--- src/core/pss_pkg.sv ---
// Package with constants for the pipelined SRAM cycle control block.
// Operation
// - A selected write load with byte lanes on takes its data two enabled cycles later.
// - Each enabled cycle with advance high after a load and before a deselect steps the burst counter.
// - Each burst write word two enabled cycles after its step goes to that burst address.
// - A new load may overlap earlier data, ending the burst while pending transfers finish.
// - While clock gating is high all inputs but reset and output enable are ignored, registers and dq_o hold, and dq_oe_o follows output enable.
// - Read latency counts only enabled edges, and later reads follow back to back.
// - A read load, a deselect and another read load still show the first data two cycles on.
// - A deselect starts nothing, lets a pending read finish, and the bus floats when idle.
// - The data outputs float after the first rising clock edge with reset high.
// - After the fourth burst step the counter wraps to its start value and keeps counting.
`default_nettype none
package pss_pkg;
    localparam int ADDR_W     = 19;
    localparam int DATA_W     = 36;
    localparam int LANES      = 4;
    localparam int BURST_W    = 2;
    localparam int PIPE_DEPTH = 2;
endpackage
`default_nettype wire

--- src/core/pss_stage.sv ---
// One enabled pipeline stage carrying a pending access.
`default_nettype none
module pss_stage
    import pss_pkg::*;
#(
    parameter int AW = ADDR_W
) (
    input  wire logic          clk_i,
    input  wire logic          rst_i,
    input  wire logic          en_i,
    input  wire logic          vld_i,
    input  wire logic          wr_i,
    input  wire logic [AW-1:0] addr_i,
    output logic               vld_o,
    output logic               wr_o,
    output logic [AW-1:0]      addr_o
);
    typedef struct packed {
        logic          vld;
        logic          wr;
        logic [AW-1:0] addr;
    } pss_stage_s;
    pss_stage_s st_q;
    pss_stage_s st_d;
    always_comb begin
        st_d = st_q;
        if (en_i) begin
            st_d.vld  = vld_i;
            st_d.wr   = wr_i;
            st_d.addr = addr_i;
        end
    end
    always_ff @(posedge clk_i) begin
        if (rst_i) begin
            st_q <= '0;
        end else begin
            st_q <= st_d;
        end
    end
    assign vld_o  = st_q.vld;
    assign wr_o   = st_q.wr;
    assign addr_o = st_q.addr;
endmodule
`default_nettype wire

--- src/core/pss_top.sv ---
// Cycle control of a pipelined synchronous SRAM with a small flip-flop array.
`default_nettype none
module pss_top
    import pss_pkg::*;
#(
    parameter int AW    = ADDR_W,
    parameter int DW    = DATA_W,
    parameter int NL    = LANES,
    parameter int DEPTH = 16
) (
    input  wire logic          clk_i,
    input  wire logic          rst_i,
    input  wire logic [AW-1:0] addr_i,
    input  wire logic          read_not_write_i,
    input  wire logic          advance_or_load_select_i,
    input  wire logic          chip_select_first_low_i,
    input  wire logic          chip_select_second_i,
    input  wire logic          chip_select_third_low_i,
    input  wire logic          clock_gate_low_i,
    input  wire logic [NL-1:0] byte_lane_write_enables_low_i,
    input  wire logic          output_enable_low_i,
    input  wire logic          linear_order_low_i,
    input  wire logic [DW-1:0] dq_i,
    output logic      [DW-1:0] dq_o,
    output logic               dq_oe_o
);
    localparam int LW = DW / NL;
    localparam int IW = $clog2(DEPTH);

    typedef struct packed {
        logic              act;
        logic              wr;
        logic [AW-1:0]     base;
        logic [BURST_W-1:0] cnt;
        logic [DW-1:0]     dout;
        logic              drive;
        logic [NL-1:0]     lane1;
        logic [NL-1:0]     lane2;
    } pss_top_s;

    pss_top_s st_q;
    pss_top_s st_d;
    logic [DEPTH-1:0][DW-1:0] mem_q;

    logic          en;
    logic          sel;
    logic          load;
    logic          adv;
    logic          s0_vld;
    logic          s0_wr;
    logic [AW-1:0] s0_addr;
    logic          s1_vld;
    logic          s1_wr;
    logic [AW-1:0] s1_addr;
    logic          s2_vld;
    logic          s2_wr;
    logic [AW-1:0] s2_addr;
    logic [BURST_W-1:0] nxt;

    assign en   = !clock_gate_low_i;
    assign sel  = !chip_select_first_low_i && chip_select_second_i && !chip_select_third_low_i;
    assign load = en && !advance_or_load_select_i && sel;
    assign adv  = en && advance_or_load_select_i && st_q.act;
    assign nxt  = st_q.cnt + 2'd1;

    // Interleaved steps flip the low address bits and linear steps add; both wrap in two bits.

    always_comb begin
        s0_vld  = load || adv;
        s0_wr   = load ? !read_not_write_i : st_q.wr;
        s0_addr = load ? addr_i : {st_q.base[AW-1:BURST_W], st_q.base[BURST_W-1:0] ^ nxt};
        if (adv && !linear_order_low_i) begin
            s0_addr = {st_q.base[AW-1:BURST_W], st_q.base[BURST_W-1:0] + nxt};
        end
    end

    pss_stage #(.AW(AW)) u_s1 (
        .clk_i  (clk_i),
        .rst_i  (rst_i),
        .en_i   (en),
        .vld_i  (s0_vld),
        .wr_i   (s0_wr),
        .addr_i (s0_addr),
        .vld_o  (s1_vld),
        .wr_o   (s1_wr),
        .addr_o (s1_addr)
    );
    pss_stage #(.AW(AW)) u_s2 (
        .clk_i  (clk_i),
        .rst_i  (rst_i),
        .en_i   (en),
        .vld_i  (s1_vld),
        .wr_i   (s1_wr),
        .addr_i (s1_addr),
        .vld_o  (s2_vld),
        .wr_o   (s2_wr),
        .addr_o (s2_addr)
    );

    always_comb begin
        st_d = st_q;
        if (load) begin
            st_d.act  = 1'b1;
            st_d.wr   = !read_not_write_i;
            st_d.base = addr_i;
            st_d.cnt  = '0;
        end else if (adv) begin
            st_d.cnt = nxt;
        end else if (en && !advance_or_load_select_i) begin
            st_d.act = 1'b0;
        end
        if (en) begin
            // Read data is launched one enabled edge after stage one so it lands two cycles late.
            st_d.drive = s1_vld && !s1_wr;
            st_d.dout  = mem_q[s1_addr[IW-1:0]];
            // Lanes ride with their step, so a write uses the enables given with its own address.
            st_d.lane1 = ~byte_lane_write_enables_low_i;
            st_d.lane2 = st_q.lane1;
        end
    end

    always_ff @(posedge clk_i) begin
        if (rst_i) begin
            st_q <= '0;
        end else begin
            st_q <= st_d;
        end
    end

    // Write data is taken two enabled edges after its address step with the lanes given at that step.
    always_ff @(posedge clk_i) begin
        if (en && s2_vld && s2_wr) begin
            for (int l = 0; l < NL; l++) begin
                if (st_q.lane2[l]) begin
                    mem_q[s2_addr[IW-1:0]][l*LW +: LW] <= dq_i[l*LW +: LW];
                end
            end
        end
    end

    assign dq_o    = st_q.dout;
    // Output enable gates only the driver, as an asynchronous control outside the pipeline.
    assign dq_oe_o = st_q.drive && !output_enable_low_i;

    AST_READ_LAT: assert property (@(posedge clk_i) disable iff (rst_i)
        (en && s1_vld && !s1_wr) |=> st_q.drive)
        else $error("read data not driven after two enabled edges");
    AST_STAGE_RD: assert property (@(posedge clk_i) disable iff (rst_i)
        (load && read_not_write_i) |=> (s1_vld && !s1_wr))
        else $error("read load did not enter the pipeline");
    AST_STAGE_WR: assert property (@(posedge clk_i) disable iff (rst_i)
        (load && !read_not_write_i) |=> (s1_vld && s1_wr))
        else $error("write load did not enter the pipeline");
    AST_S2_FOLLOW: assert property (@(posedge clk_i) disable iff (rst_i)
        en |=> (s2_vld == $past(s1_vld) && s2_addr == $past(s1_addr)))
        else $error("second stage did not follow the first");
    AST_DRIVE_DATA: assert property (@(posedge clk_i) disable iff (rst_i)
        (en && s1_vld && !s1_wr) |=> st_q.dout == $past(mem_q[s1_addr[IW-1:0]]))
        else $error("read word does not match storage");
    AST_WR_NODRIVE: assert property (@(posedge clk_i) disable iff (rst_i)
        (en && s1_vld && s1_wr) |=> !st_q.drive)
        else $error("bus driven for a write");
    AST_GATE_S1: assert property (@(posedge clk_i) disable iff (rst_i)
        !en |=> ($stable(s1_vld) && $stable(s1_addr)))
        else $error("first stage moved while gated");
    AST_GATE_S2: assert property (@(posedge clk_i) disable iff (rst_i)
        !en |=> ($stable(s2_vld) && $stable(s2_addr)))
        else $error("second stage moved while gated");
    AST_GATE_CNT: assert property (@(posedge clk_i) disable iff (rst_i)
        !en |=> ($stable(st_q.cnt) && $stable(st_q.act) && $stable(st_q.lane2)))
        else $error("burst state moved while gated");
    AST_NOADV_IDLE: assert property (@(posedge clk_i) disable iff (rst_i)
        (en && advance_or_load_select_i && !st_q.act) |=> !s1_vld)
        else $error("advance with no burst started an access");
    AST_LOAD_DIR: assert property (@(posedge clk_i) disable iff (rst_i)
        load |=> st_q.wr == !$past(read_not_write_i))
        else $error("load took the wrong direction");
    AST_LOAD_BASE: assert property (@(posedge clk_i) disable iff (rst_i)
        load |=> st_q.base == $past(addr_i))
        else $error("load did not take the new address");
    AST_DESEL_END: assert property (@(posedge clk_i) disable iff (rst_i)
        (en && !advance_or_load_select_i && !sel) |=> !st_q.act)
        else $error("deselect did not end the burst");
    AST_LANE_STEP: assert property (@(posedge clk_i) disable iff (rst_i)
        en |=> st_q.lane2 == $past(st_q.lane1))
        else $error("lane enables lost their step");
    AST_ADV_HI: assert property (@(posedge clk_i) disable iff (rst_i)
        adv |=> s1_addr[AW-1:BURST_W] == $past(st_q.base[AW-1:BURST_W]))
        else $error("burst step left its block");
    AST_ADV_LIN: assert property (@(posedge clk_i) disable iff (rst_i)
        (adv && !linear_order_low_i) |=>
        s1_addr[BURST_W-1:0] == $past(st_q.base[BURST_W-1:0]) + $past(st_q.cnt) + 2'd1)
        else $error("linear burst step wrong");
    AST_ADV_INT: assert property (@(posedge clk_i) disable iff (rst_i)
        (adv && linear_order_low_i) |=>
        s1_addr[BURST_W-1:0] == ($past(st_q.base[BURST_W-1:0]) ^ ($past(st_q.cnt) + 2'd1)))
        else $error("interleaved burst step wrong");
    AST_HOLD: assert property (@(posedge clk_i) disable iff (rst_i)
        !en |=> ($stable(st_q.dout) && $stable(st_q.drive)))
        else $error("state changed while gated");
    AST_FLOAT: assert property (@(posedge clk_i) disable iff (rst_i)
        !st_q.drive |-> !dq_oe_o)
        else $error("bus driven with no read due");
    AST_RESET: assert property (@(posedge clk_i)
        rst_i |=> !dq_oe_o)
        else $error("bus driven after reset");
    AST_WRAP: assert property (@(posedge clk_i) disable iff (rst_i)
        (adv && st_q.cnt == 2'd3) |=> st_q.cnt == 2'd0)
        else $error("burst counter did not wrap");
    AST_ADV: assert property (@(posedge clk_i) disable iff (rst_i)
        adv |=> st_q.cnt == $past(st_q.cnt) + 2'd1)
        else $error("burst counter did not advance");
    AST_LOAD: assert property (@(posedge clk_i) disable iff (rst_i)
        load |=> (st_q.cnt == 2'd0 && st_q.act))
        else $error("load did not restart burst");
    AST_DESEL: assert property (@(posedge clk_i) disable iff (rst_i)
        (en && !advance_or_load_select_i && !sel) |=> !s1_vld)
        else $error("deselect started an access");
    COV_READ: cover property (@(posedge clk_i) load && read_not_write_i ##2 st_q.drive);
    COV_GATED: cover property (@(posedge clk_i) load ##1 !en ##1 en);
    COV_BURST: cover property (@(posedge clk_i) load ##1 adv ##1 adv ##1 adv ##1 adv);
    COV_WRAP: cover property (@(posedge clk_i) adv && st_q.cnt == 2'd3);
    COV_DESEL: cover property (@(posedge clk_i) load ##1 (en && !sel) ##1 st_q.drive);
endmodule
`default_nettype wire

--- config.mk ---
export PLATFORM = sky130hd
export DESIGN_NAME = pss_top
export DESIGN_NICKNAME = d
export VERILOG_FILES = /design/src/core/pss_pkg.sv /design/src/core/pss_stage.sv /design/src/core/pss_top.sv
export SDC_FILE = /design/constraint.sdc
export NUM_CORES = 1
export LEC_CHECK = 0
export ABC_AREA = 1
export BUFFER_PORTS_ARGS = -buffer_cell sky130_fd_sc_hd__buf_4
export CELL_PAD_IN_SITES_DETAIL_PLACEMENT = 1
export CELL_PAD_IN_SITES_GLOBAL_PLACEMENT = 1
export CORE_MARGIN = 2
export CORE_UTILIZATION = 30
export CTS_CLUSTER_DIAMETER = 80
export DETAILED_ROUTE_END_ITERATION = 16
export PLACE_DENSITY_LB_ADDON = 0.1
export SYNTH_ARGS = -nofsm -noshare
export SYNTH_HDL_FRONTEND = slang
export SYNTH_SLANG_ARGS = --single-unit
--- constraint.sdc ---
create_clock -name clk_i -period 1.7 [get_ports clk_i]
set_input_delay 0.255 -clock clk_i [delete_from_list [all_inputs] [get_ports clk_i]]
set_output_delay 0.255 -clock clk_i [all_outputs]
set_load 0.01 [all_outputs]
[Word-level counts from Yosys, hierarchy flattened]
Index checks and enable logic that the tools add are counted.
Operators by class
  add/subtract/negate cells: 2
  magnitude comparators: 3
  equal/unequal tests: 1
  mux-type cells: 27
  bitwise logic cells: 2
  reductions and logical operators: 24
Operators by type and width (count)
  $mux W576: 7
  $bwmux W576: 4
  $demux W36 S4: 4
  $bmux W36 S4: 1
  $mux W36: 2
  $mux W27: 1
  $mux W18: 1
  $logic_and A1 B1 Y1: 12
  $lt A4 B5 Y1 const B: 2
  $mux W9: 1
  $logic_not A1 Y1: 8
  $mux W4: 2
  $ge A4 B1 Y1 const B: 1
  $mux W1: 4
  $not A4 Y4: 1
  $add A2 B1 Y2 const B: 1
  $add A2 B2 Y2: 1
  $ne A2 B2 Y1 const B: 1
  $reduce_and A2 Y1: 1
  $reduce_bool A2 Y1: 1
  $reduce_or A2 Y1: 1
  $xor A2 B2 Y2: 1
  $logic_or A1 B1 Y1: 1
Storage, ports and cells
  register bits after elaboration: 641
  bits of input ports: 69
  output and inout bits: 37

[Logic depth before layout (Yosys ltp)]
  depth in word-level cells: 15
  mapped depth: 13
  mapped depth without buffers: 9

[Hierarchy]
A second synthesis with hierarchy kept.
Unflattened totals
  cells, all modules: 2857
  area, all modules: 28805.1 um2
Modules (own cells, without submodules)
  pss_top: instances 1, cells an instance 2589, area each 27025.9 um2
  pss_stage: instances 2, cells an instance 134, area each 889.6 um2

[Worst setup path before layout]
No wires, ideal clock.
  path type: flip-flop to flip-flop
  start: register, netlist name st_q[3]
  end: register mem_q[171] (netlist name), enable pin
  library setup time: 0.374 ns
  data arrival time: 1.470 ns
  data required time: 1.326 ns
  setup slack: -0.144 ns
  cell stages (with the launch flop): 5
  cell sequence: dfxtp_1 -> clkbuf_1 -> clkbuf_1 -> nand2_1 -> nor2_1
RTL lines
  to (signal, indexed assignment): RTL line pss_top.sv:135  | mem_q[s2_addr[IW-1:0]][l*LW +: LW] <= dq_i[l*LW +: LW];
  to (decl): RTL line pss_top.sv:43  | logic [DEPTH-1:0][DW-1:0] mem_q;

[Worst setup path after layout]
  start: register u_s1.st_q, in the netlist u_s1.addr_o[0]
  end: register st_q, in the netlist dq_o[0]
On the way
  longest elaborated chain between the ends: 2
Ends and longest elaborated chain
  from (decl): RTL line pss_stage.sv:23  | pss_stage_s st_q;
  from (signal assigned): RTL line pss_stage.sv:37  | st_q <= st_d;
  $bmux W36 S4: RTL line pss_top.sv:115  | st_d.dout = mem_q[s1_addr[IW-1:0]];
  $mux W36 (not written as such): RTL line pss_top.sv:115
  to (signal assigned): RTL line pss_top.sv:126  | st_q <= st_d;
  to (decl): RTL line pss_top.sv:41  | pss_top_s st_q;
No other way between the ends. The select of a mux whose other input is x is not followed.
A chain may end at the register's enable or synchronous reset.

==> metrics.csv <==
metric;value;unit
status;finished with violations;
violations;DRC;
antenna_cells;0;
fillCellCount;9661;
p_per_area;1081;nW/µm²
dp_cells;3793;
worstMarginPinSlew;631.9;ps
final_cells;3993;
ys_warn_count;0;
clock_latency;620;ps
power.share.clock;44.0;%
worstPathArrival;2170;ps
power_frac_seq;47.7;%
critPathLaunchType;flip-flop;
p_sw;8.481;mW
fmax;607.6;MHz
cts_buffer_depth;3;
hold_violations;0;
switching_share;23.41;%
p_leak;12.83;nW
endpoint_kind;flip-flop;
drv_cap;0;
grt-ovfl-total;0;
grt_max_degree;97;
fin_util;37.86;%
drc;3;
report.final.slew_viol_count;0;
dieArea;91790;µm²
avgSynthCellArea;10.47;µm²
clkTransAtPathRegs;60;ps
cts_buffers;74;
cts_tree;done;
grt_pass1_vias;19460;
ant_nets;0;
final.setup.worst_slack;54.17;ps
slowest_stage;dfxtp_4;
portBuffers;90;
hpwl;49.54;mm
nets;2836;
fin_hold_ws;20.83;ps
rsz0062_at_grt;yes;
setup_violations;0;
ir_drop;0.6856;mV
core_region_area;88510;µm²
synth_nets;2632;
grt_use_total;17.49;%
clock-root-buffer;clkbuf_16;
ff_latch_area;18610;µm²
min_period;1646;ps
start_util;30.30;%
synth_cell_type_count;20;
wire_per_inst;20.68;µm
critPathMaxStageDelay;390;ps
cp_common_cell;nand2_1;
io_pins;106;
cts.sinks;641;
die_height;303.0;µm
crit_chain;buf_8 -> buf_16 -> buf_12 -> nand2_1 -> nand3_1 -> nand3_2 -> nand2_1 -> nand2_1 -> nand3_1 -> nand2_1 -> inv_1;
place_ws;-126.5;ps
drive_gt1_share;16.69;%
syn_inst;2562;
ys_ff_latch;641;
areaGrowthSynthToFinish;24.95;%
htree_levels;3;
crit_start;u_s1.addr_o[0]$_SDFFE_PP0N_;
fin_crit_sh;96.81;%
reg2reg_from;u_s1.addr_o[0]$_SDFFE_PP0N_;
seq_area_frac_synth;69.36;%
final.setup.tns;0;ps
drtIter0Drc;1149;
drt_first_pass_iters;13;
power_frac_comb;8.3;%
finClkSkew;13.84;ps
grt_pass1_wl;120.0;mm
die_w;303.0;µm
routed_via_density;4.709;
drt_wl_total;82.58;mm
antenna_found_initial;0;
p_int;27.75;mW
worstSetupPathType;reg -> reg;
required;2220;ps
vias;18800;
slew-limit-headroom;57.87;%
multiInputGateArea;7082;µm²
hold_start;addr_i[2];
fp-row-count;109;
syn_area;26810;µm²
place.gp.congestion;0.7659;
holdCritPathClass;in -> reg;
cp_max_fo;11;
-- layout make-up --
class	count	area share, %
clock inverters	39	1.128
flip-flops and latches	641	55.54
well taps	1165	4.350
repair inverters	1	0.03361
clock buffers	99	6.113
inverters	92	1.094
repair buffers	315	10.60
multi-input cells	1641	21.14
-- worst paths after layout --
| check | to | slack [ps] | depth (start not counted) |
|---|---|---|---|
| setup / recovery | dq_o[0]$_SDFFE_PP0N_ | 50 | 11 |
| hold / removal | st_q[49]$_SDFFE_PP0P_ | 20 | 5 |
| hold reg to reg | u_s2.vld_o$_SDFFE_PP0N_ | 470 | 2 |
| setup reg to reg | dq_o[0]$_SDFFE_PP0N_ | 50 | 11 |
-- layer usage --
metal	GRT usage, %	share of wire [%]	vias up
li1	-	-	9022
met1	22.85	45	9456
met2	30.60	50	221
met3	2.363	2.7	103
met4	4.304	2.0	0
met5	0	0	-
-- through the flow --
stage / instance area (µm²) / power [mW]
after floorplan: 26840 / 19.15
after global placement: 29870 / 20.27
after detailed placement: 29870 / 20.31
after CTS: 32680 / 36.46
after global routing: 33510 / 37.60
final: 33510 / 36.23
-- what timing repair did --
item,4_1_cts,5_1_grt
setup buffers,0,8
pin swaps,0,19
hold buffers,38,0
setup endpoints to repair,8,299
endpoints found under the hold margin,446,0
gates cloned,0,18
resized for setup,2,95
-- cell usage after synthesis (all sizes together) --
master / instances / area (µm²)
xor2: 2 / 17.52
nand3: 472 / 2362
dfxtp: 65 / 1301
clkinv: 1 / 3.750
o21ai: 22 / 110.1
ha: 1 / 12.51
o22ai: 1 / 6.260
inv: 91 / 341.6
nor2: 320 / 1201
edfxtp: 576 / 17300
a21oi: 21 / 105.1
nand4: 1 / 6.260
a211oi: 1 / 7.510
buf: 131 / 825.8
clkbuf: 57 / 214.0
nand2: 800 / 3003
-- placed cells by master (no fill, tap or decap), types with 2 or more instances in the layout --
cell           count
nand2_1          782
edfxtp_1         576
nand3_1          442
nor2_1           300
buf_4            189
clkbuf_16         91
inv_1             80
dfxtp_1           61
buf_12            50
dlygate4sd3_1     38
nand3_2           30
o21ai_0           22
a21oi_1           21
nor2_2            19
nand2_2           18
clkbuf_1          17
clkinv_2          15
buf_6             15
clkinv_1          11
inv_2              8
buf_16             7
bufinv_16          6
clkbuf_8           6
inv_6              5
dfxtp_4            3
clkinv_8           2
xor2_1             2
clkinvlp_4         2
-- state kept, by name, summed over array words and instances (netlist names) --
signal / flops
mem_q: 576
dq_o: 36
st_q: 17
u_s1.addr_o: 4
u_s2.addr_o: 4
u_s1.vld_o: 1
u_s1.wr_o: 1
u_s2.vld_o: 1
u_s2.wr_o: 1
-- cells by family after synthesis --
logic type | count (synthesis) | synth area share, %
buf+inv | 280 | 5.165
compound gates | 45 | 0.8539
flops | 641 | 69.36
simple gates | 1593 | 24.51
xor+xnor | 2 | 0.06534
fa+ha+maj | 1 | 0.04665
-- critical path, delay by kind of cell (launching register included) --
| family | cells | cell delay [ps] |
|---|---|---|
| flops | 1 | 390 |
| simple gates | 7 | 640 |
| buf+inv | 4 | 500 |
-- power groups by stage --
stage          logic (mW)  registers (mW)  clock network, mW
6_report             3.02            17.3               15.9
5_1_grt              3.37            17.3               17.0
4_1_cts              2.78            17.3               16.4
3_5_place_dp         2.70            17.6                  0
3_3_place_gp         2.66            17.6                  0
2_1_floorplan        1.58            17.6                  0
Note: power is estimated with default switching activity, not from simulation.
